## src/hdl/pmu_clock_defines.svh

```systemverilog
// register offsets, field positions, reset values and timing counts of the
// clock control unit; assumes a 32-bit byte-addressed classic Wishbone slave
//
// How it works
// only hard reset clears these registers
// output divider is field plus one, resets 1
// input divider is field plus one
// multiplier is field plus one, resets 13h
// bit 1 reads pll lock state
// bit 0 powers pll up, resets 0
// crystal stop bit, cleared by wake
// bit 30 picks crystal or pll source
// bit 24 halves usb clock from bus clock
// sdram clock runs only while bit 16 set
// bus clock is core over field plus one
// core clock is source over field plus one
// bit 31 gates core and cpu bus clock
// wake forces usb, memory, bridge, gpio gates on
// per peripheral gates, bits 25 and 20..0 untouched by wake
// block clocks 64k cycles after reset or restart
// gpio, rtc or usb activity wakes unit
// software picks pll only once locked
`ifndef PMU_CLOCK_DEFINES_SVH
`define PMU_CLOCK_DEFINES_SVH

// ----------------------------------------------------------------
// register offsets
// ----------------------------------------------------------------
`define OFF_PLL_CONFIGURATION 8'h00
`define OFF_CLOCK_SOURCE_AND_DIVIDERS 8'h04
`define OFF_PERIPHERAL_CLOCK_GATES 8'h08

// ----------------------------------------------------------------
// pll_configuration fields
// ----------------------------------------------------------------
`define POST_DIV_MSB 31
`define POST_DIV_LSB 28
`define PRE_DIV_MSB 27
`define PRE_DIV_LSB 24
`define MULT_MSB 23
`define MULT_LSB 16
`define LOCK_BIT 1
`define POWER_BIT 0
`define POST_DIV_RESET 4'h1
`define PRE_DIV_RESET 4'h0
`define MULT_RESET 8'h13

// ----------------------------------------------------------------
// clock_source_and_dividers fields
// ----------------------------------------------------------------
`define CRYSTAL_STOP_BIT 31
`define SOURCE_CHOICE_BIT 30
`define USB_HALF_BIT 24
`define SDRAM_ON_BIT 16
`define BUS_DIV_MSB 15
`define BUS_DIV_LSB 8
`define CORE_DIV_MSB 4
`define CORE_DIV_LSB 0

// ----------------------------------------------------------------
// peripheral_clock_gates fields
// ----------------------------------------------------------------
`define CPU_GATE_BIT 31
`define USB_GATE_BIT 30
`define GATES_RESET 32'hFEFFFFFF
`define GATES_WRITABLE 32'hFEFFFFFF
`define GATES_WAKE_FORCE 32'hFCE00000

// ----------------------------------------------------------------
// timing counts
// ----------------------------------------------------------------
`define SETTLE_COUNT 65536
`define SETTLE_BITS 16
`define WAKE_LINES 5

`endif

```

## src/hdl/pmu_clock_pkg.sv

```systemverilog
// types shared by the clock control unit and its settle counter
// assumes pmu_clock_defines.svh is on the include path
`include "pmu_clock_defines.svh"

package pmu_clock_pkg;

	// ----------------------------------------------------------------
	// settle counter state
	// ----------------------------------------------------------------
	typedef enum logic [0:0]
	{
		SETTLE_IDLE = 1'b0,
		SETTLE_RUN = 1'b1
	} settle_state_t;

	typedef struct packed
	{
		settle_state_t state;
		logic [`SETTLE_BITS-1:0] count;
	} settle_regs_t;

	// ----------------------------------------------------------------
	// main unit state
	// ----------------------------------------------------------------
	typedef struct packed
	{
		logic [3:0] post_multiply_divider;
		logic [3:0] pre_multiply_divider;
		logic [7:0] loop_multiplier;
		logic loop_power_on;
		logic crystal_stop;
		logic source_clock_choice;
		logic usb_half_rate;
		logic sdram_on;
		logic [7:0] bus_clock_divider;
		logic [4:0] core_clock_divider;
		logic [31:0] gates;
		logic ack;
		logic [31:0] rdata;
		logic lock_s1;
		logic lock_s2;
		logic [`WAKE_LINES-1:0] wake_s1;
		logic [`WAKE_LINES-1:0] wake_s2;
		logic [`WAKE_LINES-1:0] wake_d;
		logic [4:0] core_cnt;
		logic [7:0] bus_cnt;
		logic usb_phase;
		logic core_tick;
		logic [31:0] bus_ticks;
		logic usb_tick;
		logic sdram_tick;
		logic settle_start;
	} unit_regs_t;

endpackage

```

## src/hdl/settle_if.sv

```systemverilog
// link between the clock control unit and its crystal settle counter
// assumes both ends run on the same ref_clk
`timescale 1ns/1ns
`default_nettype none

interface settle_if;
	logic start;
	logic blocked;

	modport ctrl
	(
		output start,
		input blocked
	);

	modport timer
	(
		input start,
		output blocked
	);
endinterface

`default_nettype wire

```

## src/hdl/crystal_settle_counter.sv

```systemverilog
// counter that blocks clocks while the crystal settles
// assumes a one-cycle start pulse from the control unit on ref_clk
`timescale 1ns/1ns
`default_nettype none
`include "pmu_clock_defines.svh"

module crystal_settle_counter
#(
	parameter int SETTLE_COUNT = `SETTLE_COUNT
)
(
	// clock and hard reset
	input wire logic ref_clk,
	input wire logic rst_b,
	// control link
	settle_if.timer link
);

	localparam logic [`SETTLE_BITS-1:0] LAST = `SETTLE_BITS'(SETTLE_COUNT - 1);

	pmu_clock_pkg::settle_regs_t s_reg;
	pmu_clock_pkg::settle_regs_t s_next;

	// ----------------------------------------------------------------
	// next state: count from start to last, then release
	// ----------------------------------------------------------------
	always_comb
	begin
		s_next = s_reg;
		unique case (s_reg.state)
			pmu_clock_pkg::SETTLE_IDLE:
			begin
				s_next.count = '0;
			end
			pmu_clock_pkg::SETTLE_RUN:
			begin
				s_next.count = s_reg.count + 1'b1;
				if (s_reg.count == LAST)
				begin
					s_next.state = pmu_clock_pkg::SETTLE_IDLE;
					s_next.count = '0;
				end
			end
		endcase
		// restart from zero when the crystal comes back
		if (link.start)
		begin
			s_next.state = pmu_clock_pkg::SETTLE_RUN;
			s_next.count = '0;
		end
	end

	// registers; hard reset starts a full settle period
	always_ff @(posedge ref_clk)
	begin
		if (!rst_b)
		begin
			s_reg.state <= pmu_clock_pkg::SETTLE_RUN;
			s_reg.count <= '0;
		end
		else
		begin
			s_reg <= s_next;
		end
	end

	assign link.blocked = (s_reg.state == pmu_clock_pkg::SETTLE_RUN);

endmodule

`default_nettype wire

```

## src/hdl/pmu_clock_control.sv

```systemverilog
// clock control unit: pll setup, source choice, core and bus dividers,
// per peripheral bus clock gates and wake handling
// assumes ref_clk is the source clock timebase, rst_b is the hard reset,
// and pll lock and wake lines arrive asynchronously from pins
`timescale 1ns/1ns
`default_nettype none
`include "pmu_clock_defines.svh"

module pmu_clock_control
#(
	parameter int ADR_W = 8,
	parameter int SETTLE_COUNT = `SETTLE_COUNT
)
(
	// clock and hard reset
	input wire logic ref_clk,
	input wire logic rst_b,
	// classic wishbone slave
	input wire logic cyc_i,
	input wire logic stb_i,
	input wire logic we_i,
	input wire logic [ADR_W-1:0] adr_i,
	input wire logic [3:0] sel_i,
	input wire logic [31:0] dat_i,
	output logic [31:0] dat_o,
	output logic ack_o,
	// pll analog macro
	input wire logic pll_lock,
	output logic loop_power_on,
	output logic [3:0] pre_multiply_divider,
	output logic [7:0] loop_multiplier,
	output logic [3:0] post_multiply_divider,
	// crystal and source
	output logic crystal_enable,
	output logic source_is_pll,
	output logic clocks_blocked,
	// wake lines: gpio ports 2..0, rtc alarm, usb activity
	input wire logic [2:0] gpio_wake,
	input wire logic rtc_wake,
	input wire logic usb_wake,
	// derived clock enables
	output logic core_clk_en,
	output logic [31:0] bus_clk_en,
	output logic usb_clk_en,
	output logic sdram_clk_en
);

	pmu_clock_pkg::unit_regs_t s_reg;
	pmu_clock_pkg::unit_regs_t s_next;

	settle_if settle ();

	// ----------------------------------------------------------------
	// helper functions
	// ----------------------------------------------------------------

	// merge write data into a word under the byte lane selects
	function automatic logic [31:0] merge_lanes(input logic [31:0] old,
		input logic [31:0] wdat, input logic [3:0] sel);
		logic [31:0] res;
		res = old;
		for (int i = 0; i < 4; i++)
		begin
			if (sel[i])
			begin
				res[i*8 +: 8] = wdat[i*8 +: 8];
			end
		end
		return res;
	endfunction

	// exact byte address match against a register offset
	function automatic logic hits(input logic [ADR_W-1:0] adr, input logic [7:0] off);
		return adr == ADR_W'(off);
	endfunction

	// ----------------------------------------------------------------
	// register images
	// ----------------------------------------------------------------
	logic [31:0] pll_word;
	logic [31:0] clk_word;

	// readback of pll_configuration and clock_source_and_dividers
	always_comb
	begin
		pll_word = '0;
		pll_word[`POST_DIV_MSB:`POST_DIV_LSB] = s_reg.post_multiply_divider;
		pll_word[`PRE_DIV_MSB:`PRE_DIV_LSB] = s_reg.pre_multiply_divider;
		pll_word[`MULT_MSB:`MULT_LSB] = s_reg.loop_multiplier;
		pll_word[`LOCK_BIT] = s_reg.lock_s2;
		pll_word[`POWER_BIT] = s_reg.loop_power_on;
		clk_word = '0;
		clk_word[`CRYSTAL_STOP_BIT] = s_reg.crystal_stop;
		clk_word[`SOURCE_CHOICE_BIT] = s_reg.source_clock_choice;
		clk_word[`USB_HALF_BIT] = s_reg.usb_half_rate;
		clk_word[`SDRAM_ON_BIT] = s_reg.sdram_on;
		clk_word[`BUS_DIV_MSB:`BUS_DIV_LSB] = s_reg.bus_clock_divider;
		clk_word[`CORE_DIV_MSB:`CORE_DIV_LSB] = s_reg.core_clock_divider;
	end

	// ----------------------------------------------------------------
	// next state
	// ----------------------------------------------------------------
	logic req;
	logic wr;
	logic wake_event;
	logic running;
	logic core_raw;
	logic bus_raw;
	logic [31:0] pll_new;
	logic [31:0] clk_new;
	logic [31:0] gates_new;

	assign req = cyc_i && stb_i;
	// writes land on the edge where the master sees ack
	assign wr = req && we_i && s_reg.ack;
	// any fresh rising edge on a wake line
	assign wake_event = |(s_reg.wake_s2 & ~s_reg.wake_d);
	// clocks run only with crystal on and settling done
	assign running = !s_reg.crystal_stop && !settle.blocked;
	assign pll_new = merge_lanes(pll_word, dat_i, sel_i);
	assign clk_new = merge_lanes(clk_word, dat_i, sel_i);
	assign gates_new = merge_lanes(s_reg.gates, dat_i, sel_i);

	always_comb
	begin
		s_next = s_reg;

		// bus handshake: one wait state, ack for one cycle
		s_next.ack = req && !s_reg.ack;
		s_next.rdata = '0;
		if (req && !s_reg.ack && !we_i)
		begin
			if (hits(adr_i, `OFF_PLL_CONFIGURATION))
			begin
				s_next.rdata = pll_word;
			end
			else if (hits(adr_i, `OFF_CLOCK_SOURCE_AND_DIVIDERS))
			begin
				s_next.rdata = clk_word;
			end
			else if (hits(adr_i, `OFF_PERIPHERAL_CLOCK_GATES))
			begin
				s_next.rdata = s_reg.gates;
			end
		end

		// pin synchronisers and wake edge history
		s_next.lock_s1 = pll_lock;
		s_next.lock_s2 = s_reg.lock_s1;
		s_next.wake_s1 = {usb_wake, rtc_wake, gpio_wake};
		s_next.wake_s2 = s_reg.wake_s1;
		s_next.wake_d = s_reg.wake_s2;

		// register writes; unmapped offsets are acked and dropped
		if (wr && hits(adr_i, `OFF_PLL_CONFIGURATION))
		begin
			s_next.post_multiply_divider = pll_new[`POST_DIV_MSB:`POST_DIV_LSB];
			s_next.pre_multiply_divider = pll_new[`PRE_DIV_MSB:`PRE_DIV_LSB];
			s_next.loop_multiplier = pll_new[`MULT_MSB:`MULT_LSB];
			s_next.loop_power_on = pll_new[`POWER_BIT];
		end
		if (wr && hits(adr_i, `OFF_CLOCK_SOURCE_AND_DIVIDERS))
		begin
			s_next.crystal_stop = clk_new[`CRYSTAL_STOP_BIT];
			s_next.source_clock_choice = clk_new[`SOURCE_CHOICE_BIT];
			s_next.usb_half_rate = clk_new[`USB_HALF_BIT];
			s_next.sdram_on = clk_new[`SDRAM_ON_BIT];
			s_next.bus_clock_divider = clk_new[`BUS_DIV_MSB:`BUS_DIV_LSB];
			s_next.core_clock_divider = clk_new[`CORE_DIV_MSB:`CORE_DIV_LSB];
		end
		if (wr && hits(adr_i, `OFF_PERIPHERAL_CLOCK_GATES))
		begin
			// reserved bit 24 stays zero
			s_next.gates = gates_new & `GATES_WRITABLE;
		end

		// wake wins over a write in the same cycle
		s_next.settle_start = 1'b0;
		if (wake_event)
		begin
			s_next.crystal_stop = 1'b0;
			s_next.settle_start = s_reg.crystal_stop;
			s_next.gates = s_next.gates | `GATES_WAKE_FORCE;
		end

		// core divider counts source cycles
		core_raw = 1'b0;
		bus_raw = 1'b0;
		if (running)
		begin
			if (s_reg.core_cnt >= s_reg.core_clock_divider)
			begin
				s_next.core_cnt = '0;
				core_raw = 1'b1;
			end
			else
			begin
				s_next.core_cnt = s_reg.core_cnt + 1'b1;
			end
		end
		else
		begin
			s_next.core_cnt = '0;
		end

		// bus divider counts core cycles
		if (!running)
		begin
			s_next.bus_cnt = '0;
		end
		else if (core_raw)
		begin
			if (s_reg.bus_cnt >= s_reg.bus_clock_divider)
			begin
				s_next.bus_cnt = '0;
				bus_raw = 1'b1;
			end
			else
			begin
				s_next.bus_cnt = s_reg.bus_cnt + 1'b1;
			end
		end

		// usb takes every bus tick or every other one
		if (!running)
		begin
			s_next.usb_phase = 1'b0;
		end
		else if (bus_raw)
		begin
			s_next.usb_phase = !s_reg.usb_phase;
		end

		// gated enables, registered toward the clock tree
		s_next.core_tick = core_raw && s_reg.gates[`CPU_GATE_BIT];
		s_next.bus_ticks = {32{bus_raw}} & s_reg.gates;
		s_next.usb_tick = bus_raw && s_reg.gates[`USB_GATE_BIT]
			&& (!s_reg.usb_half_rate || s_reg.usb_phase);
		s_next.sdram_tick = bus_raw && s_reg.sdram_on;
	end

	// ----------------------------------------------------------------
	// state register; only the hard reset clears it
	// ----------------------------------------------------------------
	always_ff @(posedge ref_clk)
	begin
		if (!rst_b)
		begin
			s_reg <= '0;
			s_reg.post_multiply_divider <= `POST_DIV_RESET;
			s_reg.pre_multiply_divider <= `PRE_DIV_RESET;
			s_reg.loop_multiplier <= `MULT_RESET;
			s_reg.gates <= `GATES_RESET;
		end
		else
		begin
			s_reg <= s_next;
		end
	end

	// ----------------------------------------------------------------
	// settle counter
	// ----------------------------------------------------------------
	assign settle.start = s_reg.settle_start;

	crystal_settle_counter
	#(
		.SETTLE_COUNT(SETTLE_COUNT)
	)
	u_settle
	(
		.ref_clk(ref_clk),
		.rst_b(rst_b),
		.link(settle.timer)
	);

	// ----------------------------------------------------------------
	// outputs
	// ----------------------------------------------------------------
	assign dat_o = s_reg.rdata;
	assign ack_o = s_reg.ack;
	assign loop_power_on = s_reg.loop_power_on;
	assign pre_multiply_divider = s_reg.pre_multiply_divider;
	assign loop_multiplier = s_reg.loop_multiplier;
	assign post_multiply_divider = s_reg.post_multiply_divider;
	assign crystal_enable = !s_reg.crystal_stop;
	assign source_is_pll = s_reg.source_clock_choice;
	assign clocks_blocked = settle.blocked;
	assign core_clk_en = s_reg.core_tick;
	assign bus_clk_en = s_reg.bus_ticks;
	assign usb_clk_en = s_reg.usb_tick;
	assign sdram_clk_en = s_reg.sdram_tick;

endmodule

`default_nettype wire

```

## config.mk

```make
export PLATFORM = sky130hd
export DESIGN_NAME = pmu_clock_control
export DESIGN_NICKNAME = d
export VERILOG_FILES = /design/src/hdl/pmu_clock_pkg.sv /design/src/hdl/settle_if.sv /design/src/hdl/crystal_settle_counter.sv /design/src/hdl/pmu_clock_control.sv
export VERILOG_INCLUDE_DIRS = /design/src /design/src/hdl
export SDC_FILE = /design/constraint.sdc
export NUM_CORES = 1
export LEC_CHECK = 0
export ABC_CLOCK_PERIOD_IN_PS = 2600
export BUFFER_PORTS_ARGS = -buffer_cell sky130_fd_sc_hd__buf_2
export CORE_MARGIN = 2
export CORE_UTILIZATION = 55
export CTS_CLUSTER_SIZE = 20
export DETAILED_ROUTE_END_ITERATION = 16
export PLACE_DENSITY_LB_ADDON = 0.1
export SYNTH_ARGS = -nofsm -noshare
export SYNTH_HDL_FRONTEND = slang
export SYNTH_SLANG_ARGS = --single-unit
```

## constraint.sdc

```tcl
create_clock -name ref_clk -period 2.6 [get_ports ref_clk]
set_input_delay 0.13 -clock ref_clk [delete_from_list [all_inputs] [get_ports ref_clk]]
set_output_delay 0.13 -clock ref_clk [all_outputs]
set_load 0.005 [all_outputs]
```

==> flow_metrics.env <==
export IMPL_rows=42
export IMPL_top_layer="met4"
export IMPL_criticalPathCategory="reg -> reg"
export IMPL_min_path_type="in -> reg"
export IMPL_die_x_um=119
export IMPL_area_growth_pct=17.0
export IMPL_ir_worst_vdd_mv=0.429
export IMPL_drv_cap=0
export IMPL_synthCells=813
export IMPL_p_total_mw=5.55
export IMPL_p_switching_mw=1.20
export IMPL_crit_fanout=11
export IMPL_r2r_cells=7
export IMPL_seq_power_share_pct=50.4
export IMPL_tightest_slew_ps=888
export IMPL_netlist_area_um2=7280
export IMPL_setup_viol=0
export IMPL_intPower_mw=4.34
export IMPL_hold_viol=0
export IMPL_grt_pass1_vias=5370
export IMPL_hold_ws_ps=81.5
export IMPL_dr_wl_met2_um=7450
export IMPL_synth_area_top_cells="dfxtp_1, buf_4, nand3_1, and2_1, nand2_1"
export IMPL_drc=0
export IMPL_placed_cell_area_um2=7530
export IMPL_wl_met1_um=7140
export IMPL_cts_buffers=17
export IMPL_run_status="finished clean"
export IMPL_drtPass1Iterations=4
export IMPL_finalCritPeriodShare_pct=82.9
export IMPL_die_y_um=119
export IMPL_yosysTopAreaCellShare_pct=49.8
export IMPL_ant_nets=0
export IMPL_clk_pin_slew_ps=70
export IMPL_async_reset_ff_share_pct=0
export IMPL_place_hpwl_um=10900
export IMPL_vias_per_cell=5.18
export IMPL_synth_nets=884
export IMPL_finalWirelength_um=15700
export IMPL_ys_flop_type="dfxtp_1"
export IMPL_rsz0062_at_grt="false"
export IMPL_place_inst=1020
export IMPL_combPwrFrac_pct=3.9
export IMPL_synth_largest_area_cell="dfxtp_1"
export IMPL_grt_max_degree=53
export IMPL_period_needed_ps=2160
export IMPL_vias=5657
export IMPL_ys_ff_latch=181
export IMPL_end_kind="flop"
export IMPL_fmax_ghz=0.464
export IMPL_diodes=0
export IMPL_leakagePower_nw=3.81
export IMPL_finClkSkew_ps=10.8
export IMPL_fin_cells=1092
export IMPL_met3_length_um=844
export IMPL_first_iter_violations=333
export IMPL_largest_register_ffs=50
export IMPL_clock_power_share_pct=45.7
export IMPL_synth_cell_types=45
export IMPL_grt_antenna_before_repair=0
export IMPL_fin_setup_tns_ps=0
export IMPL_syn_avg_cell_area_um2=8.96
export IMPL_relSlewSlack_pct=40.7
export IMPL_clock_path_buffers=2
export IMPL_initial_core_util_pct=55.7
export IMPL_grt_ovfl_total=0
export IMPL_dieArea_um2=14200
export IMPL_yosysSeqAreaShare_pct=49.8
export IMPL_root_buffer="clkbuf_16"
export IMPL_grt_pass1_wl_um=26200
export IMPL_layout_nets=974
export IMPL_clk_latency_ps=430
export IMPL_yosys_warnings=0
export IMPL_portBuffers=141
export IMPL_wl_per_cell_um=14.4
export IMPL_grt_use_total_pct=22.9
export IMPL_final_area_um2=8520
export IMPL_tritoncts="done"
export IMPL_htree_levels=4
export IMPL_post_cts_buffers=0
export IMPL_reg2reg_from="s_reg[39]"
export IMPL_drive_gt1_share_pct=21.2
export IMPL_crit_end="s_reg[44]"
export IMPL_r2r_slack_ps=440
export IMPL_startpoint_type="flop"
export IMPL_r2r_end="s_reg[44]"
export IMPL_slew_violations=0
export IMPL_startpoint="s_reg[39]"
export IMPL_core_um2=13100
export IMPL_cts_sinks=181
export IMPL_crit_arrival_ps=2480
export IMPL_synth_edf_count=0
export IMPL_netSwitchingFraction_pct=21.7
export IMPL_powerDensity_nw_per_um2=651
export IMPL_gp_congestion=0.826
export IMPL_io_pins=143
export IMPL_cp_required_ps=2920
repair_timing:
item | 4_1_cts | 5_1_grt
hold endpoints to repair | 71 | 0
resized for setup | 0 | 0
hold buffers | 40 | 0
cell usage in the layout, fill, tap and decap left out, drive strengths merged, types with 2 or more instances in the layout:
cell type | netlist | final
a211oi | 3 | 3
a21oi | 9 | 9
a22oi | 23 | 23
a31oi | 2 | 2
a32oi | 6 | 6
and2 | 50 | 50
and3 | 12 | 12
buf | 97 | 154
bufinv | 0 | 2
clkbuf | 26 | 19
clkinv | 0 | 5
clkinvlp | 0 | 2
dfxtp | 181 | 181
dlygate4sd3 | 0 | 40
ha | 16 | 16
inv | 22 | 26
mux2i | 11 | 11
nand2 | 82 | 82
nand2b | 4 | 4
nand3 | 108 | 108
nand3b | 3 | 3
nand4 | 5 | 5
nand4b | 2 | 2
nor2 | 65 | 65
nor2b | 6 | 6
nor3 | 5 | 5
nor3b | 3 | 3
nor4 | 3 | 3
o21ai | 32 | 32
o22ai | 2 | 2
o41ai | 5 | 5
or2 | 5 | 5
xnor2 | 6 | 6
xor2 | 11 | 11
routing by layer:
layer | vias up | track usage (%)
li1 | 2831 | -
met1 | 2625 | 29.6
met2 | 181 | 37.1
met3 | 20 | 5.08
met4 | 0 | 9.15
met5 | - | 0
final cells by class:
| cell class | instances | area, um^2 |
|---|---|---|
| fill | 1043 | 4560 |
| sequential | 181 | 3620 |
| multi-input combinational | 487 | 2800 |
| timing repair buffer | 194 | 1200 |
| clock buffer | 19 | 443 |
| tap | 176 | 220 |
| clock inverter | 13 | 145 |
| inverter | 22 | 82.6 |
cell usage after synthesis (5+ instances only):
| master | count |
|---|---|
| xor2_1 | 11 |
| a32oi_1 | 6 |
| o21ai_0 | 32 |
| a22oi_1 | 23 |
| buf_2 | 12 |
| ha_1 | 16 |
| a21oi_1 | 9 |
| nor2b_1 | 6 |
| nand2_1 | 80 |
| nand3_1 | 108 |
| o41ai_1 | 5 |
| buf_4 | 80 |
| and3_1 | 12 |
| mux2i_1 | 11 |
| nor2_1 | 65 |
| and2_1 | 50 |
| nor3_1 | 5 |
| xnor2_1 | 6 |
| dfxtp_1 | 181 |
| nand4_1 | 5 |
| inv_1 | 22 |
| clkbuf_1 | 26 |
metrics by stage:
stage | utilization (%) | setup slack [ps]
2_1_floorplan | - | 686
5_1_grt | 65.1 | 215
3_5_place_dp | 57.6 | 421
3_3_place_gp | 57.6 | 428
4_1_cts | 65.1 | 449
6_report | 65.1 | 443
critical path: stages, from the launching register on:
cell and delay [ps]:
dfxtp_1 440, ha_1 280, a211oi_1 220, o21ai_0 120, a211oi_1 220, buf_4 220, nand2b_1 200, o41ai_1 350
how the worst min path moves through the flow:
| stage | slack, ps | from | to | cells past startpoint |
|---|---|---|---|---|
| 4_1_cts | 60 | adr_i[3] | dat_o[24] | 2 |
| 3_3_place_gp | 340 | gpio_wake[1] | s_next[56] | 2 |
| 3_5_place_dp | 340 | pll_lock | s_next[65] | 2 |
| 2_1_floorplan | 260 | dat_i[16] | loop_multiplier[0] | 2 |
| 6_report | 80 | adr_i[3] | dat_o[24] | 2 |
| 5_1_grt | 90 | sel_i[3] | s_reg[125] | 3 |
power by group through the flow:
stage	logic, mW	clock network [mW]	registers [mW]
2_1_floorplan	0.0965	0	2.86
3_3_place_gp	0.165	0	2.86
3_5_place_dp	0.169	0	2.86
4_1_cts	0.216	2.58	2.79
5_1_grt	0.237	2.70	2.79
6_report	0.218	2.54	2.79
cells by family (layout without fill, tap and decap cells):
| kind of cell | after synthesis | in the layout | share of synthesized area, % |
|---|---|---|---|
| adder cells (fa/ha/maj) | 16 | 16 | 2.75 |
| AO/OA/AOI/OAI | 86 | 86 | 7.61 |
| multiplexers | 11 | 11 | 1.51 |
| flip-flops | 181 | 181 | 49.8 |
| AND/OR/NAND/NOR | 356 | 356 | 24.4 |
| buffers and inverters | 145 | 248 | 11.9 |
| XOR/XNOR | 17 | 17 | 2.04 |
| other | 1 | 1 | 0.0515 |
No activity file was read; power rests on OpenSTA's default activity.
